--- src/include/protect_tx_regs.vh ---
// Register indices, field positions, reset values and timing for the protection control block.
`ifndef PROTECT_TX_REGS_VH
`define PROTECT_TX_REGS_VH

// Register indices; the byte address is four times the index.
`define IDX_PROTECT_CONFIG 8'hc2
`define IDX_PROTECT_CONTROL 8'hc3
`define IDX_PROTECT_STATUS 8'hc4

// Configuration register fields.
`define CFG_LINK_VERIFY 7
`define CFG_ENHANCED_SIGNALLING 6
`define CFG_REPEATER_ENABLE 5
`define CFG_MODE_HI 4
`define CFG_MODE_LO 3
`define CFG_INIT_DELAY_ENABLE 2
`define CFG_DETECT_NEEDS_LOCK 1
`define CFG_AV_SILENCE_REQ 0
`define CFG_RESET 8'ha8

// Control register fields.
`define CTL_PROTECT_RESET_CMD 7
`define CTL_KEY_LIST_OK 5
`define CTL_RECEIVER_KEY_OK 4
`define CTL_CIPHER_OFF_CMD 3
`define CTL_CIPHER_ON 2
`define CTL_AUTH_OFF_CMD 1
`define CTL_AUTH_START 0
`define CTL_RESET 8'h00

// Status register fields.
`define STS_AUTHENTICATED 0
`define STS_RECEIVER_KEY_READY 1
`define STS_KEY_LIST_READY 2
`define STS_RX_DETECT 3
`define STS_DETECT_EVENT 4
`define STS_RX_LOCK 5
`define STS_ENCRYPTING 6
`define STS_INIT_WAIT_BUSY 7

// Encryption control modes.
`define MODE_AUTHENTICATED 2'h0
`define MODE_REGISTER 2'h1
`define MODE_ALWAYS 2'h2
`define MODE_PER_FRAME 2'h3

// AXI responses.
`define RESP_OKAY 2'h0
`define RESP_SLVERR 2'h2

// Timing: initial computation wait and the clock rate in kHz.
`define INIT_WAIT_MS 100
`define CLK_KHZ 10000

`endif

--- src/rtl/content_protect_tx_control.v ---
// Control and configuration register bank of the content-protection transmitter.
`timescale 1ns/10ps
// Summary of operation
// - Repeater enable bit turns on the extra repeater authentication steps.
// - Two-bit mode selects authenticated, register, always or per-frame encryption.
// - A 100 ms wait before encryption applies only when its enable bit is set.
// - Detect event needs receiver detect, plus lock when the select bit is set.
// - Mute bit set with enhanced signalling freezes encryption controls; cleared returns to normal operation.
// - Reset command resets the transmitter, disables authentication and self-clears.
// - Controller sets key-list-ok after checking; device finishes and clears it.
// - Key-ok lets authentication continue; cleared when key-ready asserts; writing 0 ignored.
// - Cipher-off command sends plain video, keeps authentication, and self-clears.
// - Cipher-on sends encrypted data if authenticated, else blue screen.
// - In always-encrypt mode the cipher-on bit is read-only and reads 1.
// - Auth-off command disables authentication and self-clears.
// - Auth-start enables or restarts authentication; writing 0 has no effect.
// - Reading auth-start returns whether protection is currently enabled.
// - Enhanced signalling bit picks enhanced (1) or original (0) status signalling.
// - Key-ready flag sets when the key is read, clears when key-ok is set.
`include "protect_tx_regs.vh"

module content_protect_tx_control #(
    parameter ADDR_WIDTH = 12,
    parameter WAIT_WIDTH = 20,
    parameter [WAIT_WIDTH-1:0] INIT_WAIT_CYCLES = `INIT_WAIT_MS * `CLK_KHZ
) (
    input wire SYS_CLK_IN,
    input wire RST_IN,
    input wire S_AXI_AWVALID_IN,
    output wire S_AXI_AWREADY_OUT,
    input wire [ADDR_WIDTH-1:0] S_AXI_AWADDR_IN,
    input wire [2:0] S_AXI_AWPROT_IN,
    input wire S_AXI_WVALID_IN,
    output wire S_AXI_WREADY_OUT,
    input wire [31:0] S_AXI_WDATA_IN,
    input wire [3:0] S_AXI_WSTRB_IN,
    output reg S_AXI_BVALID_OUT,
    input wire S_AXI_BREADY_IN,
    output reg [1:0] S_AXI_BRESP_OUT,
    input wire S_AXI_ARVALID_IN,
    output wire S_AXI_ARREADY_OUT,
    input wire [ADDR_WIDTH-1:0] S_AXI_ARADDR_IN,
    input wire [2:0] S_AXI_ARPROT_IN,
    output reg S_AXI_RVALID_OUT,
    input wire S_AXI_RREADY_IN,
    output reg [31:0] S_AXI_RDATA_OUT,
    output reg [1:0] S_AXI_RRESP_OUT,
    input wire RX_DETECT_IN,
    input wire RX_LOCK_IN,
    input wire KEY_READ_DONE_IN,
    input wire LIST_READ_DONE_IN,
    input wire AUTH_OK_IN,
    input wire FRAME_ENCRYPT_IN,
    output reg AUTH_ENABLE_OUT,
    output reg AUTH_RESTART_OUT,
    output reg CIPHER_RESET_OUT,
    output reg REPEATER_MODE_OUT,
    output reg ENHANCED_SIGNALLING_OUT,
    output reg KEY_OK_OUT,
    output reg KEY_LIST_OK_OUT,
    output reg ENCRYPT_OUT,
    output reg BLUE_SCREEN_OUT,
    output reg AV_MUTE_OUT,
    output reg DETECT_EVENT_OUT
);

    // Byte address is the register index shifted past the two word-offset bits.
    localparam [ADDR_WIDTH-1:0] ADDR_CONFIG = {{(ADDR_WIDTH-10){1'b0}}, `IDX_PROTECT_CONFIG, 2'h0};
    localparam [ADDR_WIDTH-1:0] ADDR_CONTROL = {{(ADDR_WIDTH-10){1'b0}}, `IDX_PROTECT_CONTROL, 2'h0};
    localparam [ADDR_WIDTH-1:0] ADDR_STATUS = {{(ADDR_WIDTH-10){1'b0}}, `IDX_PROTECT_STATUS, 2'h0};

    reg [7:0] config_reg;
    reg cipher_on;
    reg receiver_key_ok;
    reg key_list_ok;
    reg auth_enabled;
    reg receiver_key_ready;
    reg key_list_ready;
    reg [WAIT_WIDTH-1:0] wait_count;
    reg wait_done;
    reg auth_seen;
    reg [7:0] read_byte;
    reg next_encrypt;
    reg next_blank;

    wire write_fire;
    wire write_byte;
    wire write_config;
    wire write_control;
    wire write_mapped;
    wire read_fire;
    wire read_mapped;
    wire [7:0] wbyte;
    wire [1:0] mode;
    wire always_mode;
    wire cmd_reset;
    wire cmd_auth_off;
    wire cmd_auth_start;
    wire cmd_cipher_off;
    wire cmd_key_ok;
    wire cmd_key_list_ok;
    wire auth_ready;
    wire mute_active;
    wire wait_busy;
    wire [7:0] status_byte;
    wire [7:0] control_byte;

    // The slave takes address and data together; it waits for both before answering.
    assign write_fire = S_AXI_AWVALID_IN && S_AXI_WVALID_IN && !S_AXI_BVALID_OUT;
    assign S_AXI_AWREADY_OUT = S_AXI_WVALID_IN && !S_AXI_BVALID_OUT;
    assign S_AXI_WREADY_OUT = S_AXI_AWVALID_IN && !S_AXI_BVALID_OUT;
    assign write_byte = write_fire && S_AXI_WSTRB_IN[0];
    assign write_config = write_byte && (S_AXI_AWADDR_IN == ADDR_CONFIG);
    assign write_control = write_byte && (S_AXI_AWADDR_IN == ADDR_CONTROL);
    assign write_mapped = (S_AXI_AWADDR_IN == ADDR_CONFIG) ||
        (S_AXI_AWADDR_IN == ADDR_CONTROL) || (S_AXI_AWADDR_IN == ADDR_STATUS);
    assign wbyte = S_AXI_WDATA_IN[7:0];

    assign S_AXI_ARREADY_OUT = !S_AXI_RVALID_OUT;
    assign read_fire = S_AXI_ARVALID_IN && !S_AXI_RVALID_OUT;
    assign read_mapped = (S_AXI_ARADDR_IN == ADDR_CONFIG) ||
        (S_AXI_ARADDR_IN == ADDR_CONTROL) || (S_AXI_ARADDR_IN == ADDR_STATUS);

    assign mode = config_reg[`CFG_MODE_HI:`CFG_MODE_LO];
    assign always_mode = (mode == `MODE_ALWAYS);

    // Command bits act only on a written 1; a written 0 never clears what they set.
    assign cmd_reset = write_control && wbyte[`CTL_PROTECT_RESET_CMD];
    assign cmd_auth_off = write_control && wbyte[`CTL_AUTH_OFF_CMD];
    assign cmd_auth_start = write_control && wbyte[`CTL_AUTH_START];
    assign cmd_cipher_off = write_control && wbyte[`CTL_CIPHER_OFF_CMD];
    assign cmd_key_ok = write_control && wbyte[`CTL_RECEIVER_KEY_OK];
    assign cmd_key_list_ok = write_control && wbyte[`CTL_KEY_LIST_OK];

    // Mute is honoured only with enhanced signalling, so a stray write cannot freeze the cipher.
    assign mute_active = config_reg[`CFG_AV_SILENCE_REQ] &&
        config_reg[`CFG_ENHANCED_SIGNALLING];

    assign wait_busy = config_reg[`CFG_INIT_DELAY_ENABLE] && AUTH_OK_IN && !wait_done;
    assign auth_ready = auth_enabled && AUTH_OK_IN && !wait_busy;

    assign control_byte = {1'b0, 1'b0, key_list_ok, receiver_key_ok, 1'b0,
        (cipher_on || always_mode), 1'b0, auth_enabled};
    assign status_byte = {wait_busy, ENCRYPT_OUT, RX_LOCK_IN, DETECT_EVENT_OUT,
        RX_DETECT_IN, key_list_ready, receiver_key_ready, auth_ready};

    always @(posedge SYS_CLK_IN) begin
        if (RST_IN) begin
            config_reg <= `CFG_RESET;
        end else if (write_config) begin
            config_reg <= wbyte;
        end
    end

    always @(posedge SYS_CLK_IN) begin
        if (RST_IN) begin
            auth_enabled <= 1'b0;
            AUTH_RESTART_OUT <= 1'b0;
            CIPHER_RESET_OUT <= 1'b0;
        end else begin
            AUTH_RESTART_OUT <= cmd_auth_start && !cmd_reset && !cmd_auth_off;
            CIPHER_RESET_OUT <= cmd_reset;
            if (cmd_reset || cmd_auth_off) begin
                auth_enabled <= 1'b0;
            end else if (cmd_auth_start) begin
                auth_enabled <= 1'b1;
            end
        end
    end

    // Cipher-off clears the stored enable but leaves authentication untouched.
    always @(posedge SYS_CLK_IN) begin
        if (RST_IN) begin
            cipher_on <= 1'b0;
        end else if (cmd_reset || cmd_cipher_off) begin
            cipher_on <= 1'b0;
        end else if (write_control && !always_mode) begin
            cipher_on <= wbyte[`CTL_CIPHER_ON];
        end
    end

    // Key handshakes: each ready flag is set by the engine and a new event wins over a clear.
    always @(posedge SYS_CLK_IN) begin
        if (RST_IN) begin
            receiver_key_ready <= 1'b0;
            key_list_ready <= 1'b0;
            receiver_key_ok <= 1'b0;
            key_list_ok <= 1'b0;
        end else begin
            if (KEY_READ_DONE_IN) begin
                receiver_key_ready <= 1'b1;
            end else if (cmd_key_ok || cmd_reset) begin
                receiver_key_ready <= 1'b0;
            end
            if (LIST_READ_DONE_IN) begin
                key_list_ready <= 1'b1;
            end else if (cmd_key_list_ok || cmd_reset) begin
                key_list_ready <= 1'b0;
            end
            if (KEY_READ_DONE_IN || cmd_reset) begin
                receiver_key_ok <= 1'b0;
            end else if (cmd_key_ok) begin
                receiver_key_ok <= 1'b1;
            end
            // The engine consumes the list approval in one cycle, so it reads back as 0.
            key_list_ok <= cmd_key_list_ok && !cmd_reset;
        end
    end

    // One-shot wait after each authentication success; restarts re-arm it.
    always @(posedge SYS_CLK_IN) begin
        if (RST_IN) begin
            wait_count <= {WAIT_WIDTH{1'b0}};
            wait_done <= 1'b0;
        end else if (!AUTH_OK_IN || cmd_reset || AUTH_RESTART_OUT) begin
            wait_count <= {WAIT_WIDTH{1'b0}};
            wait_done <= 1'b0;
        end else if (config_reg[`CFG_INIT_DELAY_ENABLE] && !wait_done) begin
            if (wait_count == INIT_WAIT_CYCLES - 1'b1) begin
                wait_done <= 1'b1;
            end else begin
                wait_count <= wait_count + 1'b1;
            end
        end
    end

    always @(posedge SYS_CLK_IN) begin
        if (RST_IN) begin
            auth_seen <= 1'b0;
        end else begin
            auth_seen <= auth_ready;
        end
    end

    // Encryption decision per mode.
    always @* begin
        next_encrypt = 1'b0;
        next_blank = 1'b0;
        case (mode)
            `MODE_AUTHENTICATED: begin
                next_encrypt = auth_ready;
            end
            `MODE_REGISTER: begin
                next_encrypt = cipher_on && auth_ready;
                next_blank = cipher_on && !auth_ready;
            end
            `MODE_ALWAYS: begin
                next_encrypt = auth_ready;
                next_blank = !auth_ready;
            end
            `MODE_PER_FRAME: begin
                next_encrypt = FRAME_ENCRYPT_IN && auth_ready;
                next_blank = FRAME_ENCRYPT_IN && !auth_ready;
            end
            default: begin
                next_encrypt = 1'b0;
                next_blank = 1'b0;
            end
        endcase
    end

    // While muted the encryption outputs hold, ignoring every status control except the reset command, which clears them.
    always @(posedge SYS_CLK_IN) begin
        if (RST_IN || cmd_reset) begin
            ENCRYPT_OUT <= 1'b0;
            BLUE_SCREEN_OUT <= 1'b0;
        end else if (!mute_active) begin
            ENCRYPT_OUT <= next_encrypt;
            BLUE_SCREEN_OUT <= next_blank;
        end
    end

    always @(posedge SYS_CLK_IN) begin
        if (RST_IN) begin
            AUTH_ENABLE_OUT <= 1'b0;
            REPEATER_MODE_OUT <= 1'b0;
            ENHANCED_SIGNALLING_OUT <= 1'b0;
            KEY_OK_OUT <= 1'b0;
            KEY_LIST_OK_OUT <= 1'b0;
            AV_MUTE_OUT <= 1'b0;
            DETECT_EVENT_OUT <= 1'b0;
        end else begin
            AUTH_ENABLE_OUT <= auth_enabled;
            REPEATER_MODE_OUT <= config_reg[`CFG_REPEATER_ENABLE];
            ENHANCED_SIGNALLING_OUT <= config_reg[`CFG_ENHANCED_SIGNALLING];
            KEY_OK_OUT <= receiver_key_ok;
            KEY_LIST_OK_OUT <= key_list_ok && config_reg[`CFG_REPEATER_ENABLE];
            AV_MUTE_OUT <= mute_active;
            DETECT_EVENT_OUT <= RX_DETECT_IN &&
                (!config_reg[`CFG_DETECT_NEEDS_LOCK] || RX_LOCK_IN);
        end
    end

    always @* begin
        read_byte = 8'h00;
        if (S_AXI_ARADDR_IN == ADDR_CONFIG) begin
            read_byte = config_reg;
        end else if (S_AXI_ARADDR_IN == ADDR_CONTROL) begin
            read_byte = control_byte;
        end else if (S_AXI_ARADDR_IN == ADDR_STATUS) begin
            read_byte = status_byte;
        end
    end

    always @(posedge SYS_CLK_IN) begin
        if (RST_IN) begin
            S_AXI_BVALID_OUT <= 1'b0;
            S_AXI_BRESP_OUT <= `RESP_OKAY;
        end else if (write_fire) begin
            S_AXI_BVALID_OUT <= 1'b1;
            S_AXI_BRESP_OUT <= write_mapped ? `RESP_OKAY : `RESP_SLVERR;
        end else if (S_AXI_BREADY_IN) begin
            S_AXI_BVALID_OUT <= 1'b0;
        end
    end

    always @(posedge SYS_CLK_IN) begin
        if (RST_IN) begin
            S_AXI_RVALID_OUT <= 1'b0;
            S_AXI_RDATA_OUT <= 32'h0000_0000;
            S_AXI_RRESP_OUT <= `RESP_OKAY;
        end else if (read_fire) begin
            S_AXI_RVALID_OUT <= 1'b1;
            S_AXI_RDATA_OUT <= {24'h00_0000, read_byte};
            S_AXI_RRESP_OUT <= read_mapped ? `RESP_OKAY : `RESP_SLVERR;
        end else if (S_AXI_RREADY_IN) begin
            S_AXI_RVALID_OUT <= 1'b0;
        end
    end

endmodule

--- config.mk ---
export PLATFORM = sky130hd
export DESIGN_NAME = content_protect_tx_control
export DESIGN_NICKNAME = d
export VERILOG_FILES = /design/src/rtl/content_protect_tx_control.v
export VERILOG_INCLUDE_DIRS = /design/src /design/src/include
export SDC_FILE = /design/constraint.sdc
export NUM_CORES = 1
export LEC_CHECK = 0
export BUFFER_PORTS_ARGS = -buffer_cell sky130_fd_sc_hd__clkbuf_2
export CORE_ASPECT_RATIO = 1.1
export CORE_MARGIN = 10
export CORE_UTILIZATION = 35
export DETAILED_ROUTE_END_ITERATION = 6
export SYNTH_ARGS = -nofsm -noshare
export SYNTH_HDL_FRONTEND = slang
export SYNTH_SLANG_ARGS = --single-unit
--- constraint.sdc ---
create_clock -name SYS_CLK_IN -period 3.4 [get_ports SYS_CLK_IN]
set_clock_uncertainty 0.05 [all_clocks]
set_input_delay 0.17 -clock SYS_CLK_IN [delete_from_list [all_inputs] [get_ports SYS_CLK_IN]]
set_output_delay 0.17 -clock SYS_CLK_IN [all_outputs]
set_load 0.03 [all_outputs]
== Yosys cells after proc, flatten, opt, wreduce, memory -nomap -nowiden ==
Cells that the tools add are included.
Operators by class
  magnitude comparators: 0
  shift-type cells: 0
  divide/modulo/power cells: 0
  equal/unequal tests: 10
  multiplexer cells: 15
  $add $sub $neg: 1
  bitwise operators: 1
  multiply operators: 0
  reduce and logical (&&, ||, !) cells: 66
Operator list (number)
  $eq A12 B10 Y1 const B: 6
  $logic_and A1 B1 Y1: 30
  $mux W8: 3
  $add A20 B1 Y20 const B: 1
  $eq A20 B20 Y1 const B: 1
  $logic_or A1 B1 Y1: 14
  $logic_not A1 Y1: 10
  $reduce_or A2 Y1: 5
  $mux W1: 8
  $reduce_bool A2 Y1: 4
  $pmux W1 S3: 2
  $eq A2 B2 Y1 const B: 2
  $mux W2: 2
  $reduce_and A2 Y1: 2
  $eq A2 B1 Y1 const B: 1
  $logic_not A2 Y1: 1
  $not A1 Y1: 1
Storage, ports and cells
  bits in read-only memories: 0
  input port bits: 79
  word-level logic and storage cells: 118
  memories kept: 0
  memory bits (writable): 0
  register bits: 60
  bits in latches: 0

== Logic depth before layout (Yosys ltp) ==
  word-level depth: 8
  mapped depth: 6
  depth with buffers taken out: 5

== Least setup slack after synthesis ==
No wires, ideal clock.
  kind: register to register
  from: register wait_count[1]
  to: register wait_count[8]
  library setup time: 70 ps
  required time: 3280 ps
  path buffers: 0
  path slack: 1623 ps
  stages on the path, launching flop included: 6
  arrival: 1657 ps
  cell sequence: dfxtp_1 -> ha_1 -> and2_0 -> nand2_1 -> or4b_2 -> a21oi_1
Between the ends
  longest elaborated chain between the ends: 3
  elaborated cells on any way between the ends: 4
RTL lines
  from (decl): line content_protect_tx_control.v:79  | reg [WAIT_WIDTH-1:0] wait_count;
  from (signal assigned): line content_protect_tx_control.v:213  | wait_count <= {WAIT_WIDTH{1'b0}};
  from (signal assigned): line content_protect_tx_control.v:216  | wait_count <= {WAIT_WIDTH{1'b0}};
  from (signal assigned): line content_protect_tx_control.v:222  | wait_count <= wait_count + 1'b1;
  parallel branches: the longest is 3 deep, another holds $add A20 B1 Y20
Parallel ways; which one is timed is not known.
A chain may end at the register's enable or synchronous reset.

== Worst setup path in the final report ==
  from: register wait_count[7]
  to: register wait_count[4]
Between the ends
  longest elaborated chain between the ends: 3
RTL lines
  $eq A20 B20 Y1: line content_protect_tx_control.v:219  | if (wait_count == INIT_WAIT_CYCLES - 1'b1) begin
  $not A1 Y1 (no line)
  $reduce_and A2 Y1 (no line)
No other way between the ends.

==> out/metrics.cfg <==
[logic_synthesis]
synth_mux_area_share_pct = 3.90
synth_seq_cells = 58
synth.distinct_cells = 54
synth_adder_area_share_pct = 0.407
synthFlopType = dfxtp_1
synth_compound_area_share_pct = 19.1
netlist_area_um2 = 3080
synth_edf_count = 0
synth_top_family_by_area = simple AND/OR/NAND/NOR gates
postSynth.asyncResetShare_pct = 0
ys_warn_count = 0
ys_seq_area_share_pct = 37.7
syn_inst = 373
synth_xor_area_share_pct = 0.285
synth-simple-area-share_pct = 28.1
avgSynthCellArea_um2 = 8.25

[worst_setup_path]
cp-end-kind = register
r2r_slack_ns = 1.29
start_kind = register
rr_startpoint = wait_count[7]$_SDFFE_PP0P_
path_class = reg -> reg
crit_required_ns = 3.56
critPathArrivalTime_ns = 2.27
cp_max_fo = 14
slowest_stage = nor4_4
rr_worst_depth = 4
worstReg2RegEnd = wait_count[4]$_SDFFE_PP0P_
path_cells = or4b_4, nor4_4, a21oi_1, mux2i_1
critPathMaxStageDelay_ns = 0.65

[floorplanning]
boundaryPins = 131
num_rows = 35
dieArea_um2 = 12900
die_y_um = 118
core_area_um2 = 8500
start_util_pct = 36.2
die_x_um = 109

[clocking]
clk_pin_slew_worst_paths_ns = 0.07
htreeDepth = 3
root_buffer = clkbuf_8
cts_tree = built
clock-sinks = 58
cts_made_buffers = 9
cts_setup_buffers = 0
cts_resized = 0
clockBufferDepth = 2
clock_latency_ns = 0.34

[grt]
grt.total_usage_pct = 13.1
grt-ovfl-total = 0
grt_pass1_wl_mm = 13.9
antenna_found_initial = 0
grt_pass1_vias = 2815
grt_max_degree = 34

[flow_run]
maxCapViolCount = 0

[timing]
finalCritPeriodShare_pct = 62.0
setup_ws_ns = 1.29
worst-slew-pin-transition_ns = 1.05
slew_violations = 0
slew_headroom_pct = 29.3
setup-tns-final_ns = 0
fmax_ghz = 0.474
rsz0062_at_grt = no
setup_viol = 0
timing.final.crit_period_ns = 2.11
finalHoldViolations = 0

[min_path]
min_delay_path_depth = 2
hold_path.class = in -> reg
min_to = DETECT_EVENT_OUT$_SDFF_PP0_
hp-start = RX_DETECT_IN

[power_and_ir_drop]
power_density_nw_per_um2 = 438
irDropWorstVdd_v = 0.000226
leakagePower_uw = 0.00142

[drt]
wl_mm = 8.61
wl_met3_um = 546
drcViolationCount = 0
viasPerCell = 5.21
m1WireLength_mm = 3.57
wl_met2_mm = 4.39
drt_iter0_drc = 157
vias = 2894
antenna_left = 0
first_pass_iters = 4
wl_per_cell_um = 15.5
top_layer = met4

[cells_and_area]
mostFrequentLayoutCells = clkbuf_2, dfxtp_1, a21oi_1
diodes = 0
nNetsFinal = 520
final_common_cell = clkbuf_2
synthToLayoutAreaGrowth_pct = 19.7
fill_cells = 874
drive_gt1_share_pct = 22.7
largest_reg_flops = 20

[place]
io_buffers = 71
dp_hpwl_mm = 6.54
preCtsSetupSlack_ns = 1.30
gp_congestion = 0.830

[outcome]
status = completed

==> worst max path at each step <==
stage,start,end,depth (start not counted)
after floorplan,wait_count[1]$_SDFFE_PP0P_,wait_count[8]$_SDFFE_PP0P_,5
after global placement,S_AXI_ARADDR_IN[2],S_AXI_RDATA_OUT[7]$_SDFFE_PP0P_,5
after detailed placement,wait_count[7]$_SDFFE_PP0P_,wait_count[4]$_SDFFE_PP0P_,4
after CTS,wait_count[7]$_SDFFE_PP0P_,wait_count[4]$_SDFFE_PP0P_,4
after global routing,wait_count[9]$_SDFFE_PP0P_,wait_count[9]$_SDFFE_PP0P_,4
final,wait_count[7]$_SDFFE_PP0P_,wait_count[4]$_SDFFE_PP0P_,4
==> cells in the mapped netlist (2+ instances only) <==
master / count / area (um2)
a211oi_1: 3 / 22.5
a21oi_1: 39 / 195
a31oi_1: 4 / 25.0
a41oi_1: 2 / 17.5
and2_1: 4 / 25.0
and3_1: 6 / 37.5
and3b_1: 3 / 26.3
and4_1: 2 / 17.5
buf_1: 2 / 7.51
buf_2: 4 / 20.0
buf_4: 26 / 195
clkbuf_1: 15 / 56.3
dfxtp_1: 58 / 1160
inv_1: 7 / 26.3
mux2i_1: 12 / 120
nand2_1: 18 / 67.6
nand2b_1: 6 / 37.5
nand3_1: 27 / 135
nand3b_1: 5 / 37.5
nand4_1: 8 / 50.1
nand4bb_1: 2 / 22.5
nor2_1: 11 / 41.3
nor2b_1: 9 / 56.3
nor3_1: 10 / 50.1
nor3b_1: 8 / 60.1
nor4_1: 3 / 18.8
o21ai_0: 38 / 190
o2bb2ai_1: 2 / 17.5
o31ai_1: 5 / 37.5
or3_1: 7 / 43.8
or3b_2: 2 / 17.5
or4_1: 3 / 22.5
==> metrics by stage <==
step | cells | cell area, um2 | total power (uW) | util (%) | hold WS, ns
after floorplan | 398 | 3170 | 845 | - | 0.196
after global placement | 536 | 3410 | 877 | 40.1 | 0.305
after detailed placement | 536 | 3410 | 879 | 40.1 | 0.315
after CTS | 556 | 3680 | 1630 | 43.4 | 0.00520
after global routing | 556 | 3680 | 1680 | 43.4 | 0.0140
final | 556 | 3680 | 1610 | 43.4 | 0.0194
==> final cells by class <==
type | instances | area [um2] | share of cell area (%)
clock buffers | 12 | 165 | 4.48
clock inverters | 4 | 72.6 | 1.97
inverters | 7 | 26.3 | 0.713
multi-input cells | 285 | 1690 | 46.0
flip-flops and latches | 58 | 1160 | 31.5
well taps | 111 | 139 | 3.77
repair buffers | 79 | 425 | 11.5
==> critical path: cells and delay by family, from the launching register on <==
family | cells | cell delay (ns)
AOI/OAI and AO/OA | 1 | 0.20
DFF | 1 | 0.36
muxes | 1 | 0.16
and+or+nand+nor | 2 | 1.22
==> power breakdown <==
part           switching [uW]  internal, uW
registers                6.60           690
logic                     121          50.6
clock network             274           471
==> cells by family (layout without fill, tap and decap cells) <==
| kind of cell | after synthesis | in the layout |
|---|---|---|
| other | 1 | 26 |
| AND/OR/NAND/NOR | 143 | 143 |
| AO/OA/AOI/OAI | 102 | 102 |
| multiplexers | 12 | 12 |
| XOR/XNOR | 1 | 1 |
| buffers and inverters | 55 | 102 |
| adder cells (fa/ha/maj) | 1 | 1 |
| flip-flops | 58 | 58 |
==> metal layers <==
layer / track usage (%) / up-vias
met5: 0 / -
met4: 4.80 / 0
met3: 3.53 / 6
met2: 22.0 / 79
met1: 15.5 / 1360
li1: - / 1449
==> what timing repair did <==
action | 4_1_cts | 5_1_grt
endpoints found under the hold margin | 5 | 0
hold buffers | 4 | 0
endpoints found under the setup margin | 0 | 0
No activity file was read; power rests on OpenSTA's default activity.
